`src/hdl/ips_pkg.sv`:
```
// Register map, field layout, reset values and function codes of the pin select block
package ips_pkg;
	localparam int unsigned DATA_W         = 32;
	localparam int unsigned ADR_W          = 12;
	localparam logic [7:0]  IDX_CLK_CFG    = 8'h3B;
	localparam logic [7:0]  IDX_DAT_CFG    = 8'h3C;
	localparam logic [7:0]  IDX_MODE       = 8'h40;
	localparam logic [7:0]  IDX_USER       = 8'h41;
	localparam logic [7:0]  IDX_STATUS     = 8'h42;
	localparam int unsigned FN_LSB         = 0;
	localparam int unsigned FN_W           = 4;
	localparam int unsigned RSV_LSB        = 4;
	localparam int unsigned ANALOG_BIT     = 6;
	localparam int unsigned PULLUP_BIT     = 7;
	localparam logic [7:0]  CFG_RST        = 8'h00;
	localparam logic [7:0]  MODE_RST       = 8'h00;
	localparam logic [3:0]  USER_RST       = 4'h0;
	localparam int unsigned MODE_ANALOG    = 0;
	localparam int unsigned USR_CLK_VAL    = 0;
	localparam int unsigned USR_CLK_DRV    = 1;
	localparam int unsigned USR_DAT_VAL    = 2;
	localparam int unsigned USR_DAT_DRV    = 3;
	localparam int unsigned ST_CLK_ROLE    = 0;
	localparam int unsigned ST_DAT_ROLE    = 4;
	localparam int unsigned ST_CLK_LVL     = 8;
	localparam int unsigned ST_DAT_LVL     = 9;
	localparam int unsigned ST_CLK_PU      = 10;
	localparam int unsigned ST_CLK_AN      = 11;
	localparam int unsigned ST_DAT_PU      = 12;
	localparam int unsigned ST_DAT_AN      = 13;

	typedef enum logic [3:0] {
		FN_DEFAULT = 4'h0,
		FN_USER_IO = 4'h1,
		FN_USER_IN = 4'h2,
		FN_POT_PWR = 4'h3,
		FN_I2C     = 4'h4,
		FN_KILL    = 4'h7,
		FN_LIM_FWD = 4'h8,
		FN_LIM_REV = 4'h9
	} ips_func_e;

	typedef enum logic [2:0] {
		ROLE_HIZ     = 3'h0,
		ROLE_USER_IO = 3'h1,
		ROLE_USER_IN = 3'h2,
		ROLE_POT_PWR = 3'h3,
		ROLE_I2C     = 3'h4,
		ROLE_KILL    = 3'h5,
		ROLE_LIM_FWD = 3'h6,
		ROLE_LIM_REV = 3'h7
	} ips_role_e;

	function automatic logic [ADR_W-1:0] ips_byte_addr(input logic [7:0] idx);
		return {2'h0, idx, 2'h0};
	endfunction
endpackage

```
`src/hdl/ips_pin_select.sv`:
```
// Function select of the two I2C-capable pins with its Wishbone register file
// Function
// - Clock-pin low nibble selects its function
// - Data-pin nibble same, code 4 data line
// - Bit six enables analog readings
// - Bit seven enables internal pull-up
// - Function zero ignores byte, applies fallback
// - Clock default, analog mode: drive high
// - Clock default, otherwise: I2C clock, pull-up
// - Data default, analog mode: analog user input
// - Data default, otherwise: I2C data, pull-up
`timescale 1ns/1ps
module ips_pin_select
	import ips_pkg::*;
(
	input  wire logic              CLK_SYS,
	input  wire logic              RST_N,
	input  wire logic [ADR_W-1:0]  WB_ADR_I,
	input  wire logic [DATA_W-1:0] WB_DAT_I,
	input  wire logic [3:0]        WB_SEL_I,
	input  wire logic              WB_WE_I,
	input  wire logic              WB_CYC_I,
	input  wire logic              WB_STB_I,
	output logic [DATA_W-1:0]      WB_DAT_O,
	output logic                   WB_ACK_O,
	input  wire logic              CLKPIN_I,
	output logic                   CLKPIN_O,
	output logic                   CLKPIN_OE,
	output logic                   CLKPIN_PU,
	output logic                   CLKPIN_AN,
	input  wire logic              DATPIN_I,
	output logic                   DATPIN_O,
	output logic                   DATPIN_OE,
	output logic                   DATPIN_PU,
	output logic                   DATPIN_AN,
	input  wire logic              I2C_CLK_LOW,
	input  wire logic              I2C_DAT_LOW,
	output logic                   I2C_CLK_IN,
	output logic                   I2C_DAT_IN,
	output logic                   KILL_SW,
	output logic                   LIMIT_FWD,
	output logic                   LIMIT_REV
);
	typedef struct packed {
		logic [7:0]        clk_cfg;
		logic [7:0]        dat_cfg;
		logic [7:0]        mode;
		logic [3:0]        user;
		logic              ack;
		logic [DATA_W-1:0] rdata;
		logic              clk_o;
		logic              clk_oe;
		logic              clk_pu;
		logic              clk_an;
		logic              dat_o;
		logic              dat_oe;
		logic              dat_pu;
		logic              dat_an;
		logic              i2c_clk_in;
		logic              i2c_dat_in;
		logic              kill;
		logic              lim_fwd;
		logic              lim_rev;
	} ips_state_s;

	ips_state_s s_q;
	ips_state_s s_d;

	ips_role_e  clk_role;
	ips_role_e  dat_role;
	logic       clk_pu;
	logic       clk_an;
	logic       dat_pu;
	logic       dat_an;
	logic       clk_o;
	logic       clk_oe;
	logic       dat_o;
	logic       dat_oe;
	logic       req;
	logic       analog_mode;

	assign analog_mode = s_q.mode[MODE_ANALOG];
	// One cycle per access: a new request is only seen once the previous ack has gone
	assign req         = WB_CYC_I & WB_STB_I & ~s_q.ack;

	ips_pin_decode #(
		.HAS_POT     (1'b1)
	) u_clk_decode (
		.cfg         (s_q.clk_cfg),
		.analog_mode (analog_mode),
		.role        (clk_role),
		.pull_en     (clk_pu),
		.analog_en   (clk_an)
	);

	ips_pin_decode #(
		.HAS_POT     (1'b0)
	) u_dat_decode (
		.cfg         (s_q.dat_cfg),
		.analog_mode (analog_mode),
		.role        (dat_role),
		.pull_en     (dat_pu),
		.analog_en   (dat_an)
	);

	ips_pin_drive u_clk_drive (
		.role    (clk_role),
		.usr_val (s_q.user[USR_CLK_VAL]),
		.usr_drv (s_q.user[USR_CLK_DRV]),
		.i2c_low (I2C_CLK_LOW),
		.pin_o   (clk_o),
		.pin_oe  (clk_oe)
	);

	ips_pin_drive u_dat_drive (
		.role    (dat_role),
		.usr_val (s_q.user[USR_DAT_VAL]),
		.usr_drv (s_q.user[USR_DAT_DRV]),
		.i2c_low (I2C_DAT_LOW),
		.pin_o   (dat_o),
		.pin_oe  (dat_oe)
	);

	// Switch inputs read active high; both pins may carry the same switch
	function automatic logic role_hit(
		input ips_role_e r0,
		input logic      l0,
		input ips_role_e r1,
		input logic      l1,
		input ips_role_e want
	);
		return ((r0 == want) & l0) | ((r1 == want) & l1);
	endfunction

	function automatic logic [DATA_W-1:0] status_word(
		input ips_role_e cr,
		input ips_role_e dr,
		input logic      cl,
		input logic      dl,
		input logic      cp,
		input logic      ca,
		input logic      dp,
		input logic      da
	);
		logic [DATA_W-1:0] w;
		w                       = '0;
		w[ST_CLK_ROLE +: 3]     = cr;
		w[ST_DAT_ROLE +: 3]     = dr;
		w[ST_CLK_LVL]           = cl;
		w[ST_DAT_LVL]           = dl;
		w[ST_CLK_PU]            = cp;
		w[ST_CLK_AN]            = ca;
		w[ST_DAT_PU]            = dp;
		w[ST_DAT_AN]            = da;
		return w;
	endfunction

	always_comb
	begin
		s_d       = s_q;
		s_d.ack   = req;
		s_d.rdata = s_q.rdata;

		if (req)
		begin
			s_d.rdata = '0;
			if (WB_ADR_I == ips_byte_addr(IDX_CLK_CFG))
			begin
				s_d.rdata[7:0] = s_q.clk_cfg;
				// Reserved bits are stored as written; keeping them zero is up to software
				if (WB_WE_I && WB_SEL_I[0])
					s_d.clk_cfg = WB_DAT_I[7:0];
			end
			else if (WB_ADR_I == ips_byte_addr(IDX_DAT_CFG))
			begin
				s_d.rdata[7:0] = s_q.dat_cfg;
				if (WB_WE_I && WB_SEL_I[0])
					s_d.dat_cfg = WB_DAT_I[7:0];
			end
			else if (WB_ADR_I == ips_byte_addr(IDX_MODE))
			begin
				s_d.rdata[7:0] = s_q.mode;
				if (WB_WE_I && WB_SEL_I[0])
					s_d.mode = WB_DAT_I[7:0];
			end
			else if (WB_ADR_I == ips_byte_addr(IDX_USER))
			begin
				s_d.rdata[3:0] = s_q.user;
				if (WB_WE_I && WB_SEL_I[0])
					s_d.user = WB_DAT_I[3:0];
			end
			else if (WB_ADR_I == ips_byte_addr(IDX_STATUS))
			begin
				s_d.rdata = status_word(clk_role, dat_role, CLKPIN_I, DATPIN_I,
					clk_pu, clk_an, dat_pu, dat_an);
			end
			else
			begin
				s_d.rdata = '0;
			end
		end

		s_d.clk_o      = clk_o;
		s_d.clk_oe     = clk_oe;
		s_d.clk_pu     = clk_pu;
		s_d.clk_an     = clk_an;
		s_d.dat_o      = dat_o;
		s_d.dat_oe     = dat_oe;
		s_d.dat_pu     = dat_pu;
		s_d.dat_an     = dat_an;

		// The I2C engine sees an idle-high line unless the pin really serves it
		s_d.i2c_clk_in = (clk_role == ROLE_I2C) ? CLKPIN_I : 1'b1;
		s_d.i2c_dat_in = (dat_role == ROLE_I2C) ? DATPIN_I : 1'b1;

		s_d.kill    = role_hit(clk_role, CLKPIN_I, dat_role, DATPIN_I, ROLE_KILL);
		s_d.lim_fwd = role_hit(clk_role, CLKPIN_I, dat_role, DATPIN_I, ROLE_LIM_FWD);
		s_d.lim_rev = role_hit(clk_role, CLKPIN_I, dat_role, DATPIN_I, ROLE_LIM_REV);
	end

	always_ff @(posedge CLK_SYS)
	begin
		if (!RST_N)
		begin
			s_q            <= '0;
			s_q.clk_cfg    <= CFG_RST;
			s_q.dat_cfg    <= CFG_RST;
			s_q.mode       <= MODE_RST;
			s_q.user       <= USER_RST;
			s_q.i2c_clk_in <= 1'b1;
			s_q.i2c_dat_in <= 1'b1;
		end
		else
		begin
			s_q <= s_d;
		end
	end

	assign WB_DAT_O   = s_q.rdata;
	assign WB_ACK_O   = s_q.ack;
	assign CLKPIN_O   = s_q.clk_o;
	assign CLKPIN_OE  = s_q.clk_oe;
	assign CLKPIN_PU  = s_q.clk_pu;
	assign CLKPIN_AN  = s_q.clk_an;
	assign DATPIN_O   = s_q.dat_o;
	assign DATPIN_OE  = s_q.dat_oe;
	assign DATPIN_PU  = s_q.dat_pu;
	assign DATPIN_AN  = s_q.dat_an;
	assign I2C_CLK_IN = s_q.i2c_clk_in;
	assign I2C_DAT_IN = s_q.i2c_dat_in;
	assign KILL_SW    = s_q.kill;
	assign LIMIT_FWD  = s_q.lim_fwd;
	assign LIMIT_REV  = s_q.lim_rev;
endmodule

```
`src/hdl/ips_pin_decode.sv`:
```
// Resolves one pin configuration byte into the pin's effective role and options
`timescale 1ns/1ps
module ips_pin_decode
	import ips_pkg::*;
#(
	parameter bit HAS_POT = 1'b1
)
(
	input  wire logic [7:0] cfg,
	input  wire logic       analog_mode,
	output ips_role_e       role,
	output logic            pull_en,
	output logic            analog_en
);
	always_comb
	begin
		role      = ROLE_HIZ;
		pull_en   = cfg[PULLUP_BIT];
		analog_en = cfg[ANALOG_BIT];
		// Bits 5:4 never reach the decode
		case (cfg[FN_LSB +: FN_W])
			FN_DEFAULT:
			begin
				pull_en   = 1'b0;
				analog_en = 1'b0;
				if (analog_mode)
				begin
					if (HAS_POT)
						role = ROLE_POT_PWR;
					else
					begin
						role      = ROLE_USER_IN;
						analog_en = 1'b1;
					end
				end
				else
				begin
					role    = ROLE_I2C;
					pull_en = 1'b1;
				end
			end
			FN_USER_IO: role = ROLE_USER_IO;
			FN_USER_IN: role = ROLE_USER_IN;
			FN_POT_PWR: role = HAS_POT ? ROLE_POT_PWR : ROLE_HIZ;
			FN_I2C:     role = ROLE_I2C;
			FN_KILL:    role = ROLE_KILL;
			FN_LIM_FWD: role = ROLE_LIM_FWD;
			FN_LIM_REV: role = ROLE_LIM_REV;
			default:    role = ROLE_HIZ;
		endcase
		// An unusable code must not leave a pull-up or analog path hanging on the pin
		if (role == ROLE_HIZ)
		begin
			pull_en   = 1'b0;
			analog_en = 1'b0;
		end
	end
endmodule

```
`src/hdl/ips_pin_drive.sv`:
```
// Output value and enable of one pin for its resolved role
`timescale 1ns/1ps
module ips_pin_drive
	import ips_pkg::*;
(
	input  ips_role_e  role,
	input  wire logic  usr_val,
	input  wire logic  usr_drv,
	input  wire logic  i2c_low,
	output logic       pin_o,
	output logic       pin_oe
);
	always_comb
	begin
		pin_o  = 1'b0;
		pin_oe = 1'b0;
		case (role)
			ROLE_USER_IO:
			begin
				pin_o  = usr_val;
				pin_oe = usr_drv;
			end
			ROLE_POT_PWR:
			begin
				pin_o  = 1'b1;
				pin_oe = 1'b1;
			end
			// Open drain: only ever pulls low, the pull-up gives the high level
			ROLE_I2C:
			begin
				pin_o  = 1'b0;
				pin_oe = i2c_low;
			end
			default:
			begin
				pin_o  = 1'b0;
				pin_oe = 1'b0;
			end
		endcase
	end
endmodule

```
`config.mk`:
```
export PLATFORM = sky130hd
export DESIGN_NAME = ips_pin_select
export DESIGN_NICKNAME = d
export VERILOG_FILES = /design/src/hdl/ips_pkg.sv /design/src/hdl/ips_pin_select.sv /design/src/hdl/ips_pin_decode.sv /design/src/hdl/ips_pin_drive.sv
export SDC_FILE = /design/constraint.sdc
export NUM_CORES = 1
export LEC_CHECK = 0
export BUFFER_PORTS_ARGS = -buffer_cell sky130_fd_sc_hd__buf_2
export CAP_MARGIN = 15
export CORE_MARGIN = 4
export CORE_UTILIZATION = 46
export CTS_CLUSTER_DIAMETER = 30
export DETAILED_ROUTE_END_ITERATION = 10
export GPL_ROUTABILITY_DRIVEN = 0
export HOLD_SLACK_MARGIN = 0.06
export PLACE_DENSITY_LB_ADDON = 0.05
export SYNTH_ARGS = -nofsm -noshare
export SYNTH_HDL_FRONTEND = slang
export SYNTH_SLANG_ARGS = --single-unit
export TNS_END_PERCENT = 30
```
`constraint.sdc`:
```
create_clock -name CLK_SYS -period 1.5 [get_ports CLK_SYS]
set_input_delay 0.15 -clock CLK_SYS [delete_from_list [all_inputs] [get_ports CLK_SYS]]
set_output_delay 0.15 -clock CLK_SYS [all_outputs]
set_load 0.01 [all_outputs]
```
==> out/metrics.yaml, run 1 <==
synth:
  ys.flop_type: "dfxtp_1"
  synthAdderAreaFrac_pct: 0
  synth_largest_area_cell: "dfxtp_1"
  synth_cells: 346
  synth-compound-area-share_pct: 16.32
  synth_xor_area_share_pct: 0
  muxShareOfSynthArea_pct: 10.61
  synth_top_family_by_area: "simple AND/OR/NAND/NOR gates"
  synth_cell_types: 56
  synth_area_leaders: "dfxtp_1, mux2i_1, buf_4"
  synth_edf_count: 0
  synth_warnings: 0
  synth-simple-area-share_pct: 23.77
  ys_ff_latch: 56
  ys_seq_area_share_pct: 36.84
  synth.top_cell.area_share_pct: 36.84
  avgSynthCellArea_sq_um: 8.795
  async_flop_share_pct: 0
  synthesis.area_sq_um: 3043
placement:
  placed_cell_area_sq_um: 3591
  pre_cts_ws_ps: -78.86
  hpwl_mm: 6.221
  port_buffers: 57
floorplanning:
  ioPinCount: 103
  dieHeight_um: 89.33
  die_w_um: 89.33
  core_sq_um: 6386
  dieArea_sq_um: 7980
  floorplan.initialDensity_pct: 47.65
  num_rows: 29
power_and_ir_drop:
  sw_frac_of_total_pct: 24.47
  seqPwrFrac_pct: 57.1
  pwr-share-comb_pct: 9.8
  power.switching_uw: 643.5
  power_frac_clock_pct: 33.1
  power_mw: 2.629
  ir_drop_v: 0.0003789
  power_density_nw_per_um2: 683.9
  p_int_mw: 1.986
  p_leak_nw: 1.785
critical_path:
  cp.arrival_ps: 1710
  rrSetupSlack_ps: 3
  required_ps: 1710
  rr_worst_depth: 6
  startpoint_type: "flop"
  timing.rr.end: "s_q[47]"
  worstSetupPathType: "flop to flop"
  rr_startpoint: "WB_ACK_O"
  critPathMaxFanout: 4
  worstSetupEndpointType: "flop"
layout:
  final_area_sq_um: 3845
  drive_gt1_share_pct: 38.07
  nNetsFinal: 492
  largest_reg_flops: 27
  num_antenna_cells: 0
  nFillCells: 597
  area_growth_pct: 26.36
  regMostFlops: "s_q"
cts:
  htree_num_levels: 2
  clock-sinks: 56
  cts_buffers: 5
  clockRootBuffer: "clkbuf_8"
  clk_latency_ps: 310
  cts_tree: "done"
  clkTransAtPathRegs_ps: 100
  clockBufferDepth: 2
timing:
  setup_violations: 0
  maxSlewViolCount: 0
  min_period_ps: 1497
  max_clock_freq_mhz: 667.9
  rsz0062_at_grt: "true"
  fin_hold_ws_ps: 92.12
  min_period_over_period_pct: 99.82
  finClkSkew_ps: 7.582
  finalHoldViolCount: 0
  fin_ws_ps: 2.764
  setup_tns_ps: 0
routing:
  drc: 0
  via_per_inst: 5.304
  dr.first_iter.drc_count: 159
  wl_mm: 8.052
  ant_nets: 0
  wl_per_cell_um: 15.70
  dr.pass1.iters: 4
  num_vias: 2721
min_path:
  worstHoldStart: "I2C_DAT_LOW"
  hp-class: "primary input to flop"
  hold_depth: 3
  hold_end: "DATPIN_OE"
global_routing:
  grt_use_total_pct: 20.29
  grt_first_pass_wirelength_mm: 12.32
  grt_pass1_vias: 2375
  globalRouteOverflowTotal: 0
  antenna_found_initial: 0
  grt_start_max_net_pins: 22
flow_run:
  cap_violations: 0
run_status:
  status: "complete, no violations"
## what timing repair did
action	in CTS	in global routing
resized for setup	8	29
buffers inserted	3	2
hold endpoints to repair	0	0
pin swaps	1	8
hold buffers	0	0
endpoints found under the setup margin	11	35
## layout by cell type (no fill, tap or decap), types with 3 or more instances in the layout
cell      netlist  routed
nor2_1         11       9
nor2_2          1       3
conb_1          1      18
nand4b_1        3       3
clkbuf_8        0       6
nand2_1        24      24
a31o_2          3       3
nor3_1          5       4
dfxtp_1        56      49
buf_2          11      57
a22o_1          3       3
a21boi_0        3       3
buf_4          32      57
dfxtp_2         0       5
nor2b_1        30      30
and3_1          4       4
nand3_1         9       9
mux2i_1        30      30
a22oi_1         4       3
o22ai_1         3       3
inv_1           8       8
o31ai_1         4       4
o21ai_1         0       3
buf_6           0       7
o21ai_0        22      17
and2_1          5       5
nand4_1         4       4
a21oi_1        10       8
## worst max path at each step
| stage | start | end | slack [ps] | depth (start not counted) |
|---|---|---|---|---|
| finish | WB_ACK_O | s_q[47] | 3 | 6 |
| global route | WB_ACK_O | s_q[49] | -80 | 6 |
| CTS | s_q[60] | I2C_DAT_IN | -20 | 5 |
| detailed placement | s_q[60] | I2C_DAT_IN | -80 | 5 |
| global placement | s_q[60] | WB_DAT_O[4] | -50 | 7 |
| floorplan | WB_ACK_O | s_q[46] | -50 | 6 |
## critical path, cell delays in order, from the launching register on
cell and delay (ps):
dfxtp_2 330, and3b_2 280, and3_4 210, nor4b_4 180, buf_4 180, mux2i_1 180, nor2b_1 60
## synthesized netlist by cell type, drive strengths merged (5+ instances only)
library cell and count:
nor2b 30, inv 8, and3 5, buf 43, nand2 25, nor3 6
clkbuf 13, mux2i 30, a21oi 10, nand3 11, nor2 12, o21ai 22
dfxtp 56, and2 7
## metrics by stage
step | std cells | utilization [%]
floorplan | 363 | -
global placement | 500 | 56.23
detailed placement | 500 | 56.23
CTS | 511 | 58.33
global route | 513 | 60.21
finish | 513 | 60.21
## routing by layer
layer | share of wire (%) | wire length, um | GRT usage (%) | vias up
met5 | 0 | 0 | 0 | -
met4 | 1.3 | 108 | 5.548 | 0
met3 | 5.2 | 417 | 3.134 | 7
met2 | 43 | 3495 | 30.81 | 88
met1 | 50 | 4031 | 29.74 | 1277
li1 | - | - | - | 1349
## cell families (layout without fill, tap and decap cells)
group | count (synthesis) | after routing
AND/OR/NAND/NOR | 119 | 119
AO/OA/AOI/OAI | 74 | 74
buffers and inverters | 64 | 137
flip-flops | 56 | 56
multiplexers | 32 | 32
other | 1 | 18
## layout make-up
class	instances	area [sq um]	area share (%)
Inverter	8	30.03	0.7810
Sequential cell	56	1135	29.52
Timing Repair Buffer	121	792.0	20.60
Tap cell	77	96.34	2.506
Clock inverter	1	7.507	0.1952
Clock buffer	7	86.33	2.245
Multi-Input combinational cell	243	1698	44.16
## power by group through the flow
stage          clock network [mW]  logic (mW)  registers [mW]
2_1_floorplan                   0       0.151            1.54
3_3_place_gp                    0       0.241            1.54
3_5_place_dp                    0       0.242            1.54
4_1_cts                     0.900       0.246            1.50
5_1_grt                     0.946       0.283            1.50
6_report                    0.871       0.257            1.50
No activity file was read; power rests on OpenSTA's default activity.
==> run 2: changes to the inputs <==
Settings changed: ABC_AREA from default to 1, CORE_UTILIZATION 46 to 54.
Clock period 1.5 ns to 1.9 ns, I/O delays scaled along.
==> run 2 against run 1 <==
Core utilization is 0.44 points higher. Highest routed layer unchanged. Via count is 6.1% higher. First-iteration DRC count is 25% higher. Critical path type unchanged.
==> out/metrics.yaml, run 2 <==
run_status:
  status: "complete, no violations"  # unchanged
cts:
  clockRootBuffer: "clkbuf_8"  # unchanged
  cts_resized: 0  # was 8
  clockBufferDepth: 2  # unchanged
  clkTransAtPathRegs_ps: 90  # was 100 ps
  clock-sinks: 56  # unchanged
  htree_num_levels: 2  # unchanged
  postCtsHoldBufs: 0  # unchanged
  post-cts-setup-buffers: 0  # was 3
  clk_latency_ps: 310  # about the same
  cts_tree: "done"  # unchanged
  cts_buffers: 5  # unchanged
timing:
  finalHoldViolCount: 0  # unchanged
  max_clock_freq_mhz: 629.8  # was 667.9 MHz
  maxSlewViolCount: 0  # unchanged
  setup_tns_ps: 0  # unchanged
  fin_hold_ws_ps: 131.1  # was 92.12 ps
  tightest_slew_ps: 578.3
  slew_headroom_pct: 61.40
  finClkSkew_ps: 2.836  # was 7.582 ps
  min_period_ps: 1588  # was 1497 ps
  setup_violations: 0  # unchanged
  rsz0062_at_grt: "false"  # was true
  fin_ws_ps: 312.3  # was 2.764 ps
  min_period_over_period_pct: 83.56  # was 99.82%
routing:
  ant_nets: 0  # unchanged
  drc: 0  # unchanged
  via_per_inst: 5.108  # was 5.304
  wl_per_cell_um: 13.23  # was 15.70 um
  dr.first_iter.drc_count: 199  # was 159
  wl_met3_um: 488  # was 417 um
  routed-wl-met2_mm: 3.643  # was 3.495 mm
  wl_mm: 7.477  # was 8.052 mm
  drt-met1-wl_mm: 3.151  # was 4.031 mm
  top_layer_used: "met4"  # unchanged
  num_vias: 2886  # was 2721
  dr.pass1.iters: 4  # unchanged
global_routing:
  grt_use_total_pct: 22.22  # was 20.29%
  grt_first_pass_wirelength_mm: 12.56  # was 12.32 mm
  globalRouteOverflowTotal: 0  # unchanged
  grt_start_max_net_pins: 26  # was 22
  grt_pass1_vias: 2712  # was 2375
  antenna_found_initial: 0  # unchanged
min_path:
  hold_depth: 3  # unchanged
  hp-class: "primary input to flop"  # unchanged
layout:
  final_cells: 565  # was 513
  nNetsFinal: 550  # was 492
  drive_gt1_share_pct: 20.49  # was 38.07%
  regArea_sq_um: 1121  # was 1135 sq um
  area_growth_pct: 9.117  # was 26.36%
  num_antenna_cells: 0  # unchanged
  layout_commonest_cell: "nand2_1"
  largest_reg_flops: 27  # unchanged
  multi_input_comb_area_sq_um: 1533  # was 1698 sq um
  nFillCells: 583  # was 597
  layout_common_cells: "nand2_1, nor2_1, buf_2"  # was buf_2, buf_4, dfxtp_1
  regMostFlops: "s_q"  # unchanged
critical_path:
  startpoint_type: "flop"  # unchanged
  critPathMaxFanout: 8  # was 4
  rr_worst_depth: 5  # was 6
  worstSetupEndpointType: "flop"  # unchanged
  cp.arrival_ps: 1830  # was 1710 ps
  required_ps: 2150  # was 1710 ps
  worstSetupPathType: "flop to flop"  # unchanged
synth:
  ys.flop_type: "dfxtp_1"  # unchanged
  async_flop_share_pct: 0  # unchanged
  synth_top_family_by_area: "simple AND/OR/NAND/NOR gates"  # unchanged
  synth.top_cell.area_share_pct: 36.63  # was 36.84%
  synth_xor_area_share_pct: 0  # unchanged
  synthAdderAreaFrac_pct: 0  # unchanged
  muxShareOfSynthArea_pct: 0  # was 10.61%
  synth_cells: 447  # was 346
  synth_warnings: 0  # unchanged
  synth_edf_count: 0  # unchanged
  avgSynthCellArea_sq_um: 6.847  # was 8.795 sq um
  synthesis.area_sq_um: 3060  # was 3043 sq um
  synth-compound-area-share_pct: 12.35  # was 16.32%
  synth_commonest_cells: "nand2_1, nor2_1, dfxtp_1"  # was dfxtp_1, buf_4, mux2i_1, nor2b_1, nand2_1
  synth_cell_types: 31  # was 56
  synth_area_leaders: "dfxtp_1, nand2_1, nor2_1"  # was dfxtp_1, mux2i_1, buf_4
  synth_largest_area_cell: "dfxtp_1"  # unchanged
  ys_ff_latch: 56  # unchanged
  synth_most_common_cell: "nand2_1"  # was dfxtp_1
  ys_seq_area_share_pct: 36.63  # was 36.84%
  synth-simple-area-share_pct: 35.53  # was 23.77%
power_and_ir_drop:
  ir_drop_v: 0.0004166  # was 0.0003789 V
  power_mw: 1.996  # was 2.629 mW
  p_leak_nw: 1.560  # was 1.785 nW
  power_density_nw_per_um2: 597.7  # was 683.9 nW/um^2
floorplanning:
  num_rows: 27  # was 29
  floorplan.initialDensity_pct: 55.58  # was 47.65%
  dieHeight_um: 83.28  # was 89.33 um
  dieArea_sq_um: 6936  # was 7980 sq um
  die_w_um: 83.28  # was 89.33 um
  ioPinCount: 103  # unchanged
  core_sq_um: 5507  # was 6386 sq um
placement:
  port_buffers: 57  # unchanged
  dp_cells: 558  # was 500
  hpwl_mm: 5.919  # was 6.221 mm
  pre_cts_ws_ps: 257.5  # was -78.86 ps
flow_run:
  cap_violations: 0  # unchanged
==> run 2: area by class of cell <==
class | count | area share, %
tap | 72 | 2.698
sequential | 56 | 33.57
inverter | 51 | 5.733
clock inverter | 2 | 0.3747
timing repair buffer | 62 | 9.667
multi-input combinational | 317 | 45.90
clock buffer | 5 | 2.061
==> run 2: where the power goes <==
group          total [mW]  switching [mW]  internal [mW]
Combinational       0.180           0.126         0.0542
Sequential           1.18         0.00233           1.18
Clock               0.633           0.382          0.251
Total                2.00           0.511           1.49
==> run 2: cells by family after synthesis <==
kind of cell / Yosys count
simple gates: 229
other cells: 1
flops: 56
buf+inv: 91
compound gates: 70
==> run 2: per-layer routing <==
metal  GRT usage, %  vias up
met3          4.663       13
met4          9.212        0
met5              0        -
met1          27.60     1303
met2          37.24       87
li1               -     1483
==> run 2: worst paths after layout <==
check                                  from          end  slack [ps]
worst max-delay path               WB_ACK_O  WB_DAT_O[1]         310
worst min-delay path               CLKPIN_I   I2C_CLK_IN         130
worst max register to register     WB_ACK_O  WB_DAT_O[1]         310
worst min register to register  WB_DAT_O[9]  WB_DAT_O[9]         470
==> run 2: worst max-delay path: stages, from the launching register on <==
cell and delay [ps]:
dfxtp_1 340, nor2_4 270, nand4_1 420, o21ai_0 290
inv_1 60, a21oi_1 140
==> run 2: stage by stage <==
| stage | cell area [sq um] | util [%] |
|---|---|---|
| floorplan | 3124 | - |
| global placement | 3258 | 59.17 |
| detailed placement | 3258 | 59.17 |
| CTS | 3339 | 60.65 |
| global route | 3339 | 60.65 |
| finish | 3339 | 60.65 |
